### src/include/tsc_pkg.sv
// Constants, field layout and timing for the switch control register block
// How it works
// - Writing bit 15 resets the whole device like the reset pin.
// - Bit 14 routes every receive stream straight to its transmit stream.
// - Bit 13 sets which indication pin level means stream driven.
// - Indication mode is chosen per stream group by the rate setting.
// - Bit 12 makes every transmit pin carry an enable indication.
// - Bit 11 high holds the pattern transmitter in its initial state.
// - Rising edge of bit 10 clears the error count register.
// - Rising edge of bit 9 starts the bit error test.
// - Bit 8 programs whole connection memory, ignoring start and end addresses.
// - Bits 7-5 give the mode value written to each high word.
// - Rising edge of bit 4 starts block programming, fast as processor writes.
// - Device clears bit 4 itself when block programming ends.
// - Host writing zero to bit 4 while running aborts programming.
// - Bit 3 zeroes bits 14-0 of each targeted low word.
// - Transmit drivers float only when drive pin and bit 2 are both zero.
// - Bits 1-0 pick memory behind processor window; 11 reserved.
// - Accesses with top address bit set go to the selected memory.
// - Full block programming finishes within two frames.
package tsc_pkg;
  localparam int CTRL_W = 16;
  localparam logic [CTRL_W-1:0] CTRL_RESET = 16'h0000;
  localparam int BIT_SOFT_RESET = 15;
  localparam int BIT_BYPASS = 14;
  localparam int BIT_IND_POL = 13;
  localparam int BIT_ALL_IND = 12;
  localparam int BIT_PAT_RESET = 11;
  localparam int BIT_CLR_ERR = 10;
  localparam int BIT_START_TEST = 9;
  localparam int BIT_FULL_BLOCK = 8;
  localparam int BPV_HI = 7;
  localparam int BPV_LO = 5;
  localparam int BIT_BLOCK_EN = 4;
  localparam int BIT_CLR_LOW = 3;
  localparam int BIT_STANDBY = 2;
  localparam int MSEL_HI = 1;
  localparam int MSEL_LO = 0;
  // Address decode: control register sits at 0x0000-0x01ff, window at 0x8000-0xffff
  localparam int ADDR_W = 16;
  localparam int WIN_BIT = 15;
  localparam logic [6:0] CTRL_PAGE = 7'h00;
  localparam int PAGE_HI = 15;
  localparam int PAGE_LO = 9;
  // Memory select codes
  localparam logic [1:0] MSEL_CML = 2'h0;
  localparam logic [1:0] MSEL_CMH = 2'h1;
  localparam logic [1:0] MSEL_DM = 2'h2;
  // Block address register fields
  localparam int GRP_HI = 14;
  localparam int GRP_LO = 12;
  localparam int STR_HI = 11;
  localparam int STR_LO = 9;
  localparam int CH_HI = 8;
  localparam int CH_LO = 0;
  localparam int CH_W = 9;
  localparam int STR_W = 3;
  localparam int GRP_W = 3;
  localparam int BPV_W = 3;
  // Frame timing for the full block budget
  localparam int CLK_NS = 100;
  localparam int FRAME_NS = 125000;
  localparam int FRAME_CYCLES = FRAME_NS / CLK_NS;
  localparam int FULL_BUDGET_CYCLES = 2 * FRAME_CYCLES;
  typedef enum logic [1:0] {
    TSC_IDLE = 2'b01,
    TSC_RUN = 2'b10
  } tsc_blk_state_type;
endpackage : tsc_pkg

### src/include/tsc_blk_if.sv
// Link between the control register and the block programming walker
`timescale 1ns/10ps
interface tsc_blk_if;
  import tsc_pkg::*;
  logic clr;
  logic start;
  logic abort;
  logic full;
  logic [ADDR_W-1:0] start_addr;
  logic [ADDR_W-1:0] end_addr;
  logic busy;
  logic done;
  logic wr;
  logic all_streams;
  logic [GRP_W+STR_W-1:0] stream;
  logic [CH_W-1:0] channel;
  modport ctl (output clr, start, abort, full, start_addr, end_addr,
               input busy, done, wr, all_streams, stream, channel);
  modport eng (input clr, start, abort, full, start_addr, end_addr,
               output busy, done, wr, all_streams, stream, channel);
endinterface : tsc_blk_if

### src/logic/tsc_block_walker.sv
// Connection memory block programming address walker
`timescale 1ns/10ps
module tsc_block_walker
(
  // Clock and reset
  input wire logic clk,
  input wire logic reset,
  // Control side
  tsc_blk_if.eng bi
);
  import tsc_pkg::*;

  tsc_blk_state_type state_r;
  tsc_blk_state_type state_nxt;
  logic [CH_W-1:0] ch_r;
  logic [STR_W-1:0] st_r;
  logic [GRP_W-1:0] grp_r;
  logic [STR_W-1:0] st_first;
  logic [STR_W-1:0] st_last;
  logic [CH_W-1:0] ch_last;
  logic row_end;
  logic walk_end;

  ////////////////////////////////////////////////////////////////////////
  // Range decode; streams and channels wrap independently past the end
  assign st_first = bi.start_addr[STR_HI:STR_LO];
  assign st_last = bi.end_addr[STR_HI:STR_LO];
  assign ch_last = bi.full ? {CH_W{1'b1}} : bi.end_addr[CH_HI:CH_LO];
  // Full mode writes a whole channel row per cycle so 512 cycles suffice
  assign row_end = bi.full || (st_r == st_last);
  assign walk_end = row_end && (ch_r == ch_last);
  assign bi.busy = (state_r == TSC_RUN);
  assign bi.wr = bi.busy && !bi.abort;
  assign bi.all_streams = bi.full;
  assign bi.stream = {grp_r, st_r};
  assign bi.channel = ch_r;
  assign bi.done = bi.wr && walk_end;

  // Next state
  always_comb
  begin
    state_nxt = state_r;
    case (state_r)
      TSC_IDLE: if (bi.start) state_nxt = TSC_RUN;
      TSC_RUN: if (bi.abort || walk_end) state_nxt = TSC_IDLE;
      default: state_nxt = TSC_IDLE;
    endcase
  end

  // State and address counters, one location or row per clock
  always_ff @(posedge clk or posedge reset)
  begin
    if (reset)
    begin
      state_r <= TSC_IDLE;
      ch_r <= '0;
      st_r <= '0;
      grp_r <= '0;
    end
    else if (bi.clr)
    begin
      state_r <= TSC_IDLE;
    end
    else
    begin
      state_r <= state_nxt;
      if (state_r == TSC_IDLE)
      begin
        ch_r <= bi.full ? '0 : bi.start_addr[CH_HI:CH_LO];
        st_r <= st_first;
        grp_r <= bi.start_addr[GRP_HI:GRP_LO];
      end
      else if (row_end)
      begin
        st_r <= st_first;
        ch_r <= ch_r + 1'b1;
      end
      else
        st_r <= st_r + 1'b1;
    end
  end
endmodule : tsc_block_walker

### src/logic/tsc_switch_control.sv
// Switch control register with host decode, window steering and output control
`timescale 1ns/10ps
module tsc_switch_control
#(
  parameter int NUM_STREAMS = 64,
  parameter int NUM_GROUPS = 8
)
(
  // Clock and reset
  input wire logic clk,
  input wire logic reset,
  // Host parallel bus, synchronous to clk
  input wire logic [tsc_pkg::ADDR_W-1:0] host_addr,
  input wire logic [tsc_pkg::CTRL_W-1:0] host_data_in,
  input wire logic host_cs,
  input wire logic host_wr,
  input wire logic host_rd,
  output logic [tsc_pkg::CTRL_W-1:0] host_data_out,
  output logic host_data_oe_n,
  // Processor window to internal memories
  output logic mem_wr,
  output logic mem_rd,
  output logic [tsc_pkg::ADDR_W-2:0] mem_addr,
  output logic [tsc_pkg::CTRL_W-1:0] mem_wdata,
  output logic cm_low_sel,
  output logic cm_high_sel,
  output logic dm_sel,
  input wire logic [tsc_pkg::CTRL_W-1:0] mem_rdata_cml,
  input wire logic [tsc_pkg::CTRL_W-1:0] mem_rdata_cmh,
  input wire logic [tsc_pkg::CTRL_W-1:0] mem_rdata_dm,
  // Block programming range and write port
  input wire logic [tsc_pkg::ADDR_W-1:0] block_start_address,
  input wire logic [tsc_pkg::ADDR_W-1:0] block_end_address,
  output logic blk_wr,
  output logic blk_all_streams,
  output logic [tsc_pkg::GRP_W+tsc_pkg::STR_W-1:0] blk_stream,
  output logic [tsc_pkg::CH_W-1:0] blk_channel,
  output logic [tsc_pkg::BPV_W-1:0] blk_channel_mode_bits,
  output logic blk_clear_low_word,
  // Bit error test controls
  output logic pattern_generator_reset,
  output logic clear_error_count,
  output logic start_error_test,
  // Device wide reset from software
  output logic device_reset,
  // Stream datapath and output control
  input wire logic output_drive_pin,
  input wire logic [NUM_GROUPS-1:0] data_rate_select,
  input wire logic [NUM_STREAMS-1:0] rx_data,
  input wire logic [NUM_STREAMS-1:0] switched_data,
  output logic [NUM_STREAMS-1:0] tx_out,
  output logic [NUM_STREAMS-1:0] tx_oe_n,
  output logic [NUM_GROUPS-1:0] enable_indication_pin,
  output logic rx_tx_bypass_bit
);
  import tsc_pkg::*;

  tsc_blk_if bi ();

  // Register state
  logic [CTRL_W-1:0] ctrl_r;
  logic [CTRL_W-1:0] ctrl_nxt;
  logic [CTRL_W-1:0] ctrl_prev_r;
  logic soft_reset_r;

  // Host read path
  logic [CTRL_W-1:0] rdata_r;
  logic rd_oe_r;

  // Pin synchronisers
  logic ode_meta_r;
  logic ode_sync_r;
  logic [NUM_STREAMS-1:0] rx_meta_r;
  logic [NUM_STREAMS-1:0] rx_sync_r;

  // Output stage
  logic [NUM_STREAMS-1:0] tx_r;
  logic [NUM_STREAMS-1:0] tx_oe_n_r;
  logic [NUM_GROUPS-1:0] ind_r;

  // Test pulses
  logic clr_err_r;
  logic start_test_r;

  // Host decode
  logic ctrl_hit;
  logic win_hit;
  logic ctrl_wr;
  logic ctrl_rd;
  logic win_rd;

  // Window steering
  logic [1:0] msel;
  logic sel_cml;
  logic sel_cmh;
  logic sel_dm;
  logic [CTRL_W-1:0] win_rdata;

  // Edge events
  logic bpe_rise;
  logic bpe_host_clear;
  logic clr_err_rise;
  logic start_test_rise;

  // Output control
  logic drive_on;
  logic ind_level;
  logic [NUM_STREAMS-1:0] tx_data_sel;
  logic [NUM_STREAMS-1:0] tx_mux;

  ////////////////////////////////////////////////////////////////////////
  // Host address decode
  assign win_hit = host_cs && host_addr[WIN_BIT];
  assign ctrl_hit = host_cs && (host_addr[PAGE_HI:PAGE_LO] == CTRL_PAGE);
  assign ctrl_wr = ctrl_hit && host_wr;
  assign ctrl_rd = ctrl_hit && host_rd;
  assign win_rd = win_hit && host_rd;

  // Memory window steering follows the select field as it stands now
  assign msel = ctrl_r[MSEL_HI:MSEL_LO];
  assign sel_cml = win_hit && (msel == MSEL_CML);
  assign sel_cmh = win_hit && (msel == MSEL_CMH);
  assign sel_dm = win_hit && (msel == MSEL_DM);
  assign cm_low_sel = sel_cml;
  assign cm_high_sel = sel_cmh;
  assign dm_sel = sel_dm;
  // Reserved code selects nothing: writes vanish and reads return zero
  assign mem_wr = (sel_cml || sel_cmh || sel_dm) && host_wr;
  assign mem_rd = (sel_cml || sel_cmh || sel_dm) && host_rd;
  assign mem_addr = host_addr[WIN_BIT-1:0];
  assign mem_wdata = host_data_in;
  assign win_rdata = sel_cml ? mem_rdata_cml :
                     sel_cmh ? mem_rdata_cmh :
                     sel_dm ? mem_rdata_dm : '0;

  ////////////////////////////////////////////////////////////////////////
  // Edge detection against the previously held bit values
  // Start compares against the bit as held now, so a restart right after
  // completion or abort is not swallowed by the one-cycle-old copy
  assign bpe_rise = ctrl_nxt[BIT_BLOCK_EN] && !ctrl_r[BIT_BLOCK_EN];
  assign clr_err_rise = ctrl_r[BIT_CLR_ERR] && !ctrl_prev_r[BIT_CLR_ERR];
  assign start_test_rise = ctrl_r[BIT_START_TEST] && !ctrl_prev_r[BIT_START_TEST];
  assign bpe_host_clear = ctrl_wr && !host_data_in[BIT_BLOCK_EN] && bi.busy;

  // Register next value: device completion clear, then host write.
  // A host write landing with completion wins; bit 4 written high stays set but starts no new walk.
  always_comb
  begin
    ctrl_nxt = ctrl_r;
    if (bi.done)
    begin
      // Completion drops the enable and the block value together
      ctrl_nxt[BIT_BLOCK_EN] = 1'b0;
      ctrl_nxt[BPV_HI:BPV_LO] = '0;
    end
    if (ctrl_wr)
    begin
      ctrl_nxt = host_data_in;
      // Bit 15 never sticks; the reset is carried by soft_reset_r instead
      ctrl_nxt[BIT_SOFT_RESET] = 1'b0;
    end
  end

  // Control register; soft reset returns it and the device to reset state
  always_ff @(posedge clk or posedge reset)
  begin
    if (reset)
    begin
      ctrl_r <= CTRL_RESET;
      ctrl_prev_r <= CTRL_RESET;
      soft_reset_r <= 1'b0;
    end
    else if (soft_reset_r)
    begin
      ctrl_r <= CTRL_RESET;
      ctrl_prev_r <= CTRL_RESET;
      soft_reset_r <= 1'b0;
    end
    else
    begin
      ctrl_r <= ctrl_nxt;
      ctrl_prev_r <= ctrl_r;
      // Bit 15 arms a one-cycle device reset at the next edge
      soft_reset_r <= ctrl_wr && host_data_in[BIT_SOFT_RESET];
    end
  end

  // One-cycle test pulses from rising edges of the held bits
  always_ff @(posedge clk or posedge reset)
  begin
    if (reset)
    begin
      clr_err_r <= 1'b0;
      start_test_r <= 1'b0;
    end
    else
    begin
      clr_err_r <= clr_err_rise && !soft_reset_r;
      start_test_r <= start_test_rise && !soft_reset_r;
    end
  end

  assign device_reset = soft_reset_r;
  assign clear_error_count = clr_err_r;
  assign start_error_test = start_test_r;
  assign pattern_generator_reset = ctrl_r[BIT_PAT_RESET];
  assign rx_tx_bypass_bit = ctrl_r[BIT_BYPASS];

  ////////////////////////////////////////////////////////////////////////
  // Host read data; the bus is driven for the cycle after a read strobe
  always_ff @(posedge clk or posedge reset)
  begin
    if (reset)
    begin
      rdata_r <= '0;
      rd_oe_r <= 1'b0;
    end
    else
    begin
      if (ctrl_rd)
        rdata_r <= ctrl_r;
      else if (win_rd)
        rdata_r <= win_rdata;
      // One cycle of drive only, so the host can turn the bus round at once
      rd_oe_r <= ctrl_rd || win_rd;
    end
  end

  assign host_data_out = rdata_r;
  assign host_data_oe_n = !rd_oe_r;

  ////////////////////////////////////////////////////////////////////////
  // Block programming walker hookup
  assign bi.clr = soft_reset_r;
  assign bi.start = ctrl_wr && bpe_rise;
  assign bi.abort = bpe_host_clear;
  // Full mode is taken from the write itself, so setting it together with the
  // start bit already walks the whole space from channel zero
  assign bi.full = ctrl_wr ? host_data_in[BIT_FULL_BLOCK] : ctrl_r[BIT_FULL_BLOCK];
  assign bi.start_addr = block_start_address;
  assign bi.end_addr = block_end_address;

  tsc_block_walker u_walker
  (
    .clk(clk),
    .reset(reset),
    .bi(bi)
  );

  // Walker writes carry the mode value and low word clear from the register
  assign blk_wr = bi.wr;
  assign blk_all_streams = bi.all_streams;
  assign blk_stream = bi.stream;
  assign blk_channel = bi.channel;
  assign blk_channel_mode_bits = ctrl_r[BPV_HI:BPV_LO];
  assign blk_clear_low_word = ctrl_r[BIT_CLR_LOW];

  ////////////////////////////////////////////////////////////////////////
  // Pin synchronisers for the drive pin and receive streams
  always_ff @(posedge clk or posedge reset)
  begin
    if (reset)
    begin
      ode_meta_r <= 1'b0;
      ode_sync_r <= 1'b0;
      rx_meta_r <= '0;
      rx_sync_r <= '0;
    end
    else
    begin
      // Only the second stage is read by the logic
      ode_meta_r <= output_drive_pin;
      ode_sync_r <= ode_meta_r;
      rx_meta_r <= rx_data;
      rx_sync_r <= rx_meta_r;
    end
  end

  ////////////////////////////////////////////////////////////////////////
  // Output drive, indication level and transmit selection
  assign drive_on = ode_sync_r || ctrl_r[BIT_STANDBY];
  // Indication level: polarity bit tells which level means driven
  assign ind_level = ctrl_r[BIT_IND_POL] ? drive_on : !drive_on;
  // Bypass trades the switching path for the shortest route
  assign tx_data_sel = ctrl_r[BIT_BYPASS] ? rx_sync_r : switched_data;

  // All-outputs mode puts indication on every pin; rate match is host's job
  assign tx_mux = ctrl_r[BIT_ALL_IND] ? {NUM_STREAMS{ind_level}} : tx_data_sel;

  // Registered transmit data, enables and group indication pins
  always_ff @(posedge clk or posedge reset)
  begin
    if (reset)
    begin
      tx_r <= '0;
      tx_oe_n_r <= '1;
      ind_r <= '0;
    end
    else
    begin
      tx_r <= tx_mux;
      // All-outputs mode keeps every pin driven so the indication is seen
      tx_oe_n_r <= (ctrl_r[BIT_ALL_IND] || drive_on) ? '0 : '1;
      ind_r <= data_rate_select & {NUM_GROUPS{ind_level}};
    end
  end

  assign tx_out = tx_r;
  // Enables are not gated per group; groups only steer the indication pins
  assign tx_oe_n = tx_oe_n_r;
  assign enable_indication_pin = ind_r;
endmodule : tsc_switch_control

### config.mk
export PLATFORM = sky130hd
export DESIGN_NAME = tsc_switch_control
export DESIGN_NICKNAME = d
export VERILOG_FILES = /design/src/include/tsc_pkg.sv /design/src/include/tsc_blk_if.sv /design/src/logic/tsc_block_walker.sv /design/src/logic/tsc_switch_control.sv
export SDC_FILE = /design/constraint.sdc
export NUM_CORES = 1
export LEC_CHECK = 0
export ABC_AREA = 0
export BUFFER_PORTS_ARGS = -buffer_cell sky130_fd_sc_hd__buf_2
export CORE_AREA = 2 2 184 186
export DETAILED_ROUTE_END_ITERATION = 10
export DIE_AREA = 0 0 186 188
export GPL_ROUTABILITY_DRIVEN = 0
export SLEW_MARGIN = 20
export SYNTH_ARGS = -nofsm -noshare
export SYNTH_HDL_FRONTEND = slang
export SYNTH_HIERARCHICAL = 1
export SYNTH_SLANG_ARGS = --single-unit
### constraint.sdc
create_clock -name clk -period 14.47 [get_ports clk]
set_clock_uncertainty 0.15 [all_clocks]
set_input_delay 1.447 -clock clk [delete_from_list [all_inputs] [get_ports clk]]
set_output_delay 1.447 -clock clk [all_outputs]
set_load 0.01 [all_outputs]
## Word level (Yosys, flattened, before mapping)

Cells that the tools add are included.

| word-level totals | value |
|---|---|
| flip-flop bits (word level) | 330 |
| output and inout port bits | 215 |
| logic and storage cells | 103 |

| cells by class | value |
|---|---|
| $add $sub $neg | 2 |
| eq/ne operators | 8 |
| mux-type cells | 25 |
| bitwise gates (word level) | 2 |
| reductions and logical operators | 46 |

Operators with widths:

| kind | count |
|---|---|
| $mux 64 | 3 |
| $mux 16 | 7 |
| $mux 9 | 4 |
| $logic_and 1x1->1 | 22 |
| $mux 11 | 1 |
| $add 9x1->9 const B | 1 |
| $eq 9x9->1 | 1 |
| $and 8x8->8 | 1 |
| $logic_not 1->1 | 8 |
| $logic_not 7->1 | 1 |
| $logic_or 1x1->1 | 7 |
| $mux 2 | 3 |
| $mux 3 | 2 |
| $reduce_and 2->1 | 3 |
| $reduce_bool 2->1 | 3 |
| $eq 2x1->1 const B | 2 |
| $eq 2x2->1 const B | 2 |
| $mux 4 | 1 |
| $pmux 2 s2 | 1 |
| $add 3x1->3 const B | 1 |
| $eq 3x3->1 | 1 |
| $mux 1 | 3 |
| $ne 3x1->1 const B | 1 |
| $ne 3x3->1 const B | 1 |
| 3 further kinds | 3 |

## Longest topological paths before layout

| depth | value |
|---|---|
| depth after elaboration | 15 |
| depth in mapped cells | 11 |
| gate-level depth less buffers | 9 |

## Hierarchy

The synthesis kept the hierarchy.

Modules (own cells, without submodules):

| module | times used | cells each | area an instance (um^2) | seq. area each (um^2) |
|---|---|---|---|---|
| tsc_switch_control | 1 | 743 | 9088.7 | 6007.0 |
| tsc_block_walker | 1 | 152 | 1305.0 | 426.7 |

## Worst setup path before layout

OpenSTA, ideal clock, no wires.

| timing path | value |
|---|---|
| kind | input to output |
| from | input host_addr[15] in the netlist's numbering |
| to | output blk_all_streams |
| arrival | 2660 ps |
| required time | 12873 ps |
| path slack | 10213 ps |
| stages on the path | 5 |
| path buffers | 2 |
| cell sequence | nor4b_1 -> and3_1 -> buf_4 -> mux2_2 -> buf_4 |

| between the ends | value |
|---|---|
| cells in the longest elaborated chain, start to end | 4 |

Ends and longest elaborated chain:

| element | RTL line | RTL |
|---|---|---|
| start, declared | tsc_switch_control.sv:13 | `input wire logic [tsc_pkg::ADDR_W-1:0] host_addr,` |
| $logic_not 7->1 | tsc_switch_control.sv:114 | `assign ctrl_hit = host_cs && (host_addr[PAGE_HI:PAGE_LO] == CTRL_PAGE);` |
| $logic_and 1x1->1 | tsc_switch_control.sv:114 |  |
| $logic_and 1x1->1 | tsc_switch_control.sv:115 | `assign ctrl_wr = ctrl_hit && host_wr;` |
| $mux 1 | tsc_switch_control.sv:239 | `assign bi.full = ctrl_wr ? host_data_in[BIT_FULL_BLOCK] : ctrl_r[BIT_FULL_BLOCK];` |
| end, declared | tsc_switch_control.sv:35 | `output logic blk_all_streams,` |

Every way passes these cells.

## Final worst setup path

Ends and elaborated chain as after synthesis.

==> metrics.yaml <==
clock_tree:
  clkSinkCount: 257
  cts_hold_buf: 0
  ctsRootBufferMaster: "clkbuf_16"
  cts_buffer_depth: 3
  htree_num_levels: 1
  cts_tree: "built"
  cts_resized: 0
  cts_buffers: 28
  clk_pin_slew_ns: 0.06
  worst_skew_pair.late_latency_ns: 0.53
  postCtsSetupRepairBufs: 0
drt:
  vias: 7700
  drc: 0
  wire_per_inst_um: 16.73
  firstDrtPassIters: 4
  drt_iter0_markers: 306
  totalWireLength_mm: 28.51
  routed_via_density: 4.519
  drtAntennaViolNets: 0
timing:
  worstMarginPinSlew_ns: 0.9743
  min_period_over_period: 0.3388
  slew_violations: 0
  final.setup.tns_ns: 0
  min_period_ns: 4.903
  clock.fmax_ghz: 0.2040
  rsz0062_at_grt: "false"
  finalHoldViolCount: 0
  slew_headroom: 0.3458
  setup_viol: 0
synthesis:
  syn_inst: 895
  syn-mean-instance-area_um2: 11.61
  ys_seq_area_frac: 0.6190
  synth-seq-cells: 257
  syn-cell-area_mm2: 0.01039
  synth_ff_type: "dfrtp_1"
  ys_types: 64
  synth_edf_count: 0
  yosysWarnings: 6
  postSynthNetCount: 1151
  postSynth.asyncResetShare: 1.000
worst_setup_path:
  worst-setup-path-type: "input port to output port"
  crit_chain: "buf_2, nor4b_1, and3_1, buf_4, mux2_2, buf_2"
  crit_path_end_kind: "output port"
  r2r-start: "ctrl_r[2]"
  crit_required_ns: 12.87
  crit_path_start_kind: "input port"
  max_stage_delay_ns: 0.53
  critPathBufInv: 3
  slowest_stage: "mux2_2"
  cp_top_family: "simple AND/OR/NAND/NOR gates"
  startpoint: "host_addr[15]"
  path_max_fanout: 20
  path_common_cell: "buf_2"
  worstPathArrival_ns: 3.31
flow_run:
  maxCapViolCount: 0
die:
  core_mm2: 0.03311
  fp-row-count: 67
  die_y_um: 188
  start_util: 0.3139
  fp.dieW_um: 186
  dieArea_mm2: 0.03497
  io_pins: 469
place:
  dp_hpwl_mm: 20.45
  numPortBuffers: 445
  placed_area_mm2: 0.01221
power_and_ir_drop:
  p_clk_frac: 0.443
  p_leak_nw: 6.376
  p_comb_frac: 0.107
  ir_drop_mv: 0.08289
  p_seq_frac: 0.449
  swShare: 0.2407
  p_per_area_mw_per_mm2: 132.0
  total_power_mw: 1.750
  power.switching_mw: 0.4212
  cellInternalPower_mw: 1.329
final_layout:
  final_common_cell: "buf_2"
  nFillCells: 3269
  nets: 1482
  fin_area_mm2: 0.01326
  area_growth_pct: 27.54
  final_cell_mix: "buf_2 (445), dfrtp_1 (253), nor2_1 (92)"
  fin_util: 0.4003
  drive_above_1_share: 0.4271
min_path:
  worstHoldStart: "rx_meta_r[59]"
  hold_path_class: "flip-flop to flip-flop"
global_route:
  grt_remaining_overflow: 0
  grt_pass1_vias: 7611
  grt_busiest_layer: "met2"
  grt_util_met1: 0.2033
  track_usage: 0.1580
  grt_first_pass_wirelength_mm: 42.91
  grt_start_max_net_pins: 104
  use_met3: 0.02971
  use_met2: 0.2609
  antenna_found_initial: 8
outcome:
  status: "completed"
cell usage after synthesis (3+ instances only):
cell type,n,area [um^2]
dfrtp_1,255,6381
buf_4,105,788.3
nor2_1,92,345.3
nor2b_1,80,500.5
a211oi_1,64,480.5
nand2_1,44,165.2
a21oi_1,43,215.2
clkbuf_1,31,116.4
o21ai_0,29,145.1
inv_1,10,37.54
a221o_1,8,80.08
nand3_1,8,40.04
o22ai_1,8,50.05
buf_2,7,35.03
nor3b_1,7,52.55
a31oi_1,6,37.54
mux2i_1,6,60.06
o21ai_2,6,52.55
xnor2_1,6,52.55
buf_6,5,56.30
nand3b_1,5,37.54
o2bb2ai_1,5,43.79
and2_1,4,25.02
mux2_2,4,45.04
a21o_1,3,22.52
nor3_1,3,15.01
nor4_1,3,18.77
o32a_1,3,30.03
state kept, by name, summed over array words and instances (netlist names), 3 cells and up:
name and flops:
ctrl_r 15, u_walker/bi.channel 9, u_walker/st_r 3, rx_sync_r 64, enable_indication_pin 8, rx_meta_r 64, tx_out 64, u_walker/grp_r 3
host_data_out 16
per-stage QoR:
stage / hold WS (ns) / setup WS [ns] / std cells
after floorplan: 0.1812 / 6.287 / 895
after global placement: 0.1813 / 9.623 / 1644
after global routing: 0.1905 / 9.408 / 1704
after detailed placement: 0.1847 / 9.601 / 1644
after CTS: 0.1892 / 9.595 / 1696
final: 0.1926 / 9.567 / 1704
cell families (layout without fill, tap and decap cells):
logic type / after synthesis / after routing / share of synthesized area
and+or+nand+nor: 269 / 269 / 0.1342
DFF: 257 / 257 / 0.6190
AOI/OAI and AO/OA: 186 / 186 / 0.1219
buffers and inverters: 163 / 516 / 0.1049
muxes: 10 / 10 / 0.01011
xor gates and xnor gates: 8 / 8 / 0.007464
adders and majority gates: 2 / 2 / 0.002407
other: 0 / 8 / 0
metal layers:
metal / part of all wire / vias to the layer above / wire length, um
li1: - / 3612 / -
met1: 0.42 / 3726 / 11900
met3: 0.059 / 59 / 1685
met5: 0 / - / 0
met2: 0.48 / 303 / 13820
met4: 0.039 / 0 / 1106
worst paths after layout:
check                                            to  slack [ns]  cells past startpoint
max in group asynchronous  enable_indication_pin[6]       11.14                      4
min in group asynchronous             rx_sync_r[59]        0.90                      2
setup reg to reg                         tx_out[52]       11.76                      5
setup / recovery                    blk_all_streams        9.57                      6
hold reg to reg                       rx_sync_r[59]        0.19                      0
hold / removal                        rx_sync_r[59]        0.19                      0
worst register-to-register path: stages, from the launching register on:
cell and delay [ns]:
dfrtp_1 0.41, nor2_1 0.08, xnor2_1 0.76, and2_2 0.27, buf_4 0.57, nor2_1 0.28
final cells by class:
type	count	area, um^2	share of cell area
clock buffer	35	808.3	0.06097
timing repair buffer	453	2287	0.1725
sequential	257	6439	0.4857
multi-input combinational	475	2872	0.2166
clock inverter	17	221.5	0.01671
tap	448	560.5	0.04228
inverter	11	48.80	0.003681
antenna	8	20.02	0.001510
power by group through the flow:
stage / Sequential, mW / Combinational [mW] / Clock [mW]
detailed placement: 0.800 / 0.191 / 0
CTS: 0.787 / 0.191 / 0.801
finish: 0.786 / 0.188 / 0.776
floorplan: 0.806 / 0.109 / 0
global placement: 0.798 / 0.189 / 0
global route: 0.792 / 0.209 / 0.830
(Power assumes the default switching activity.)
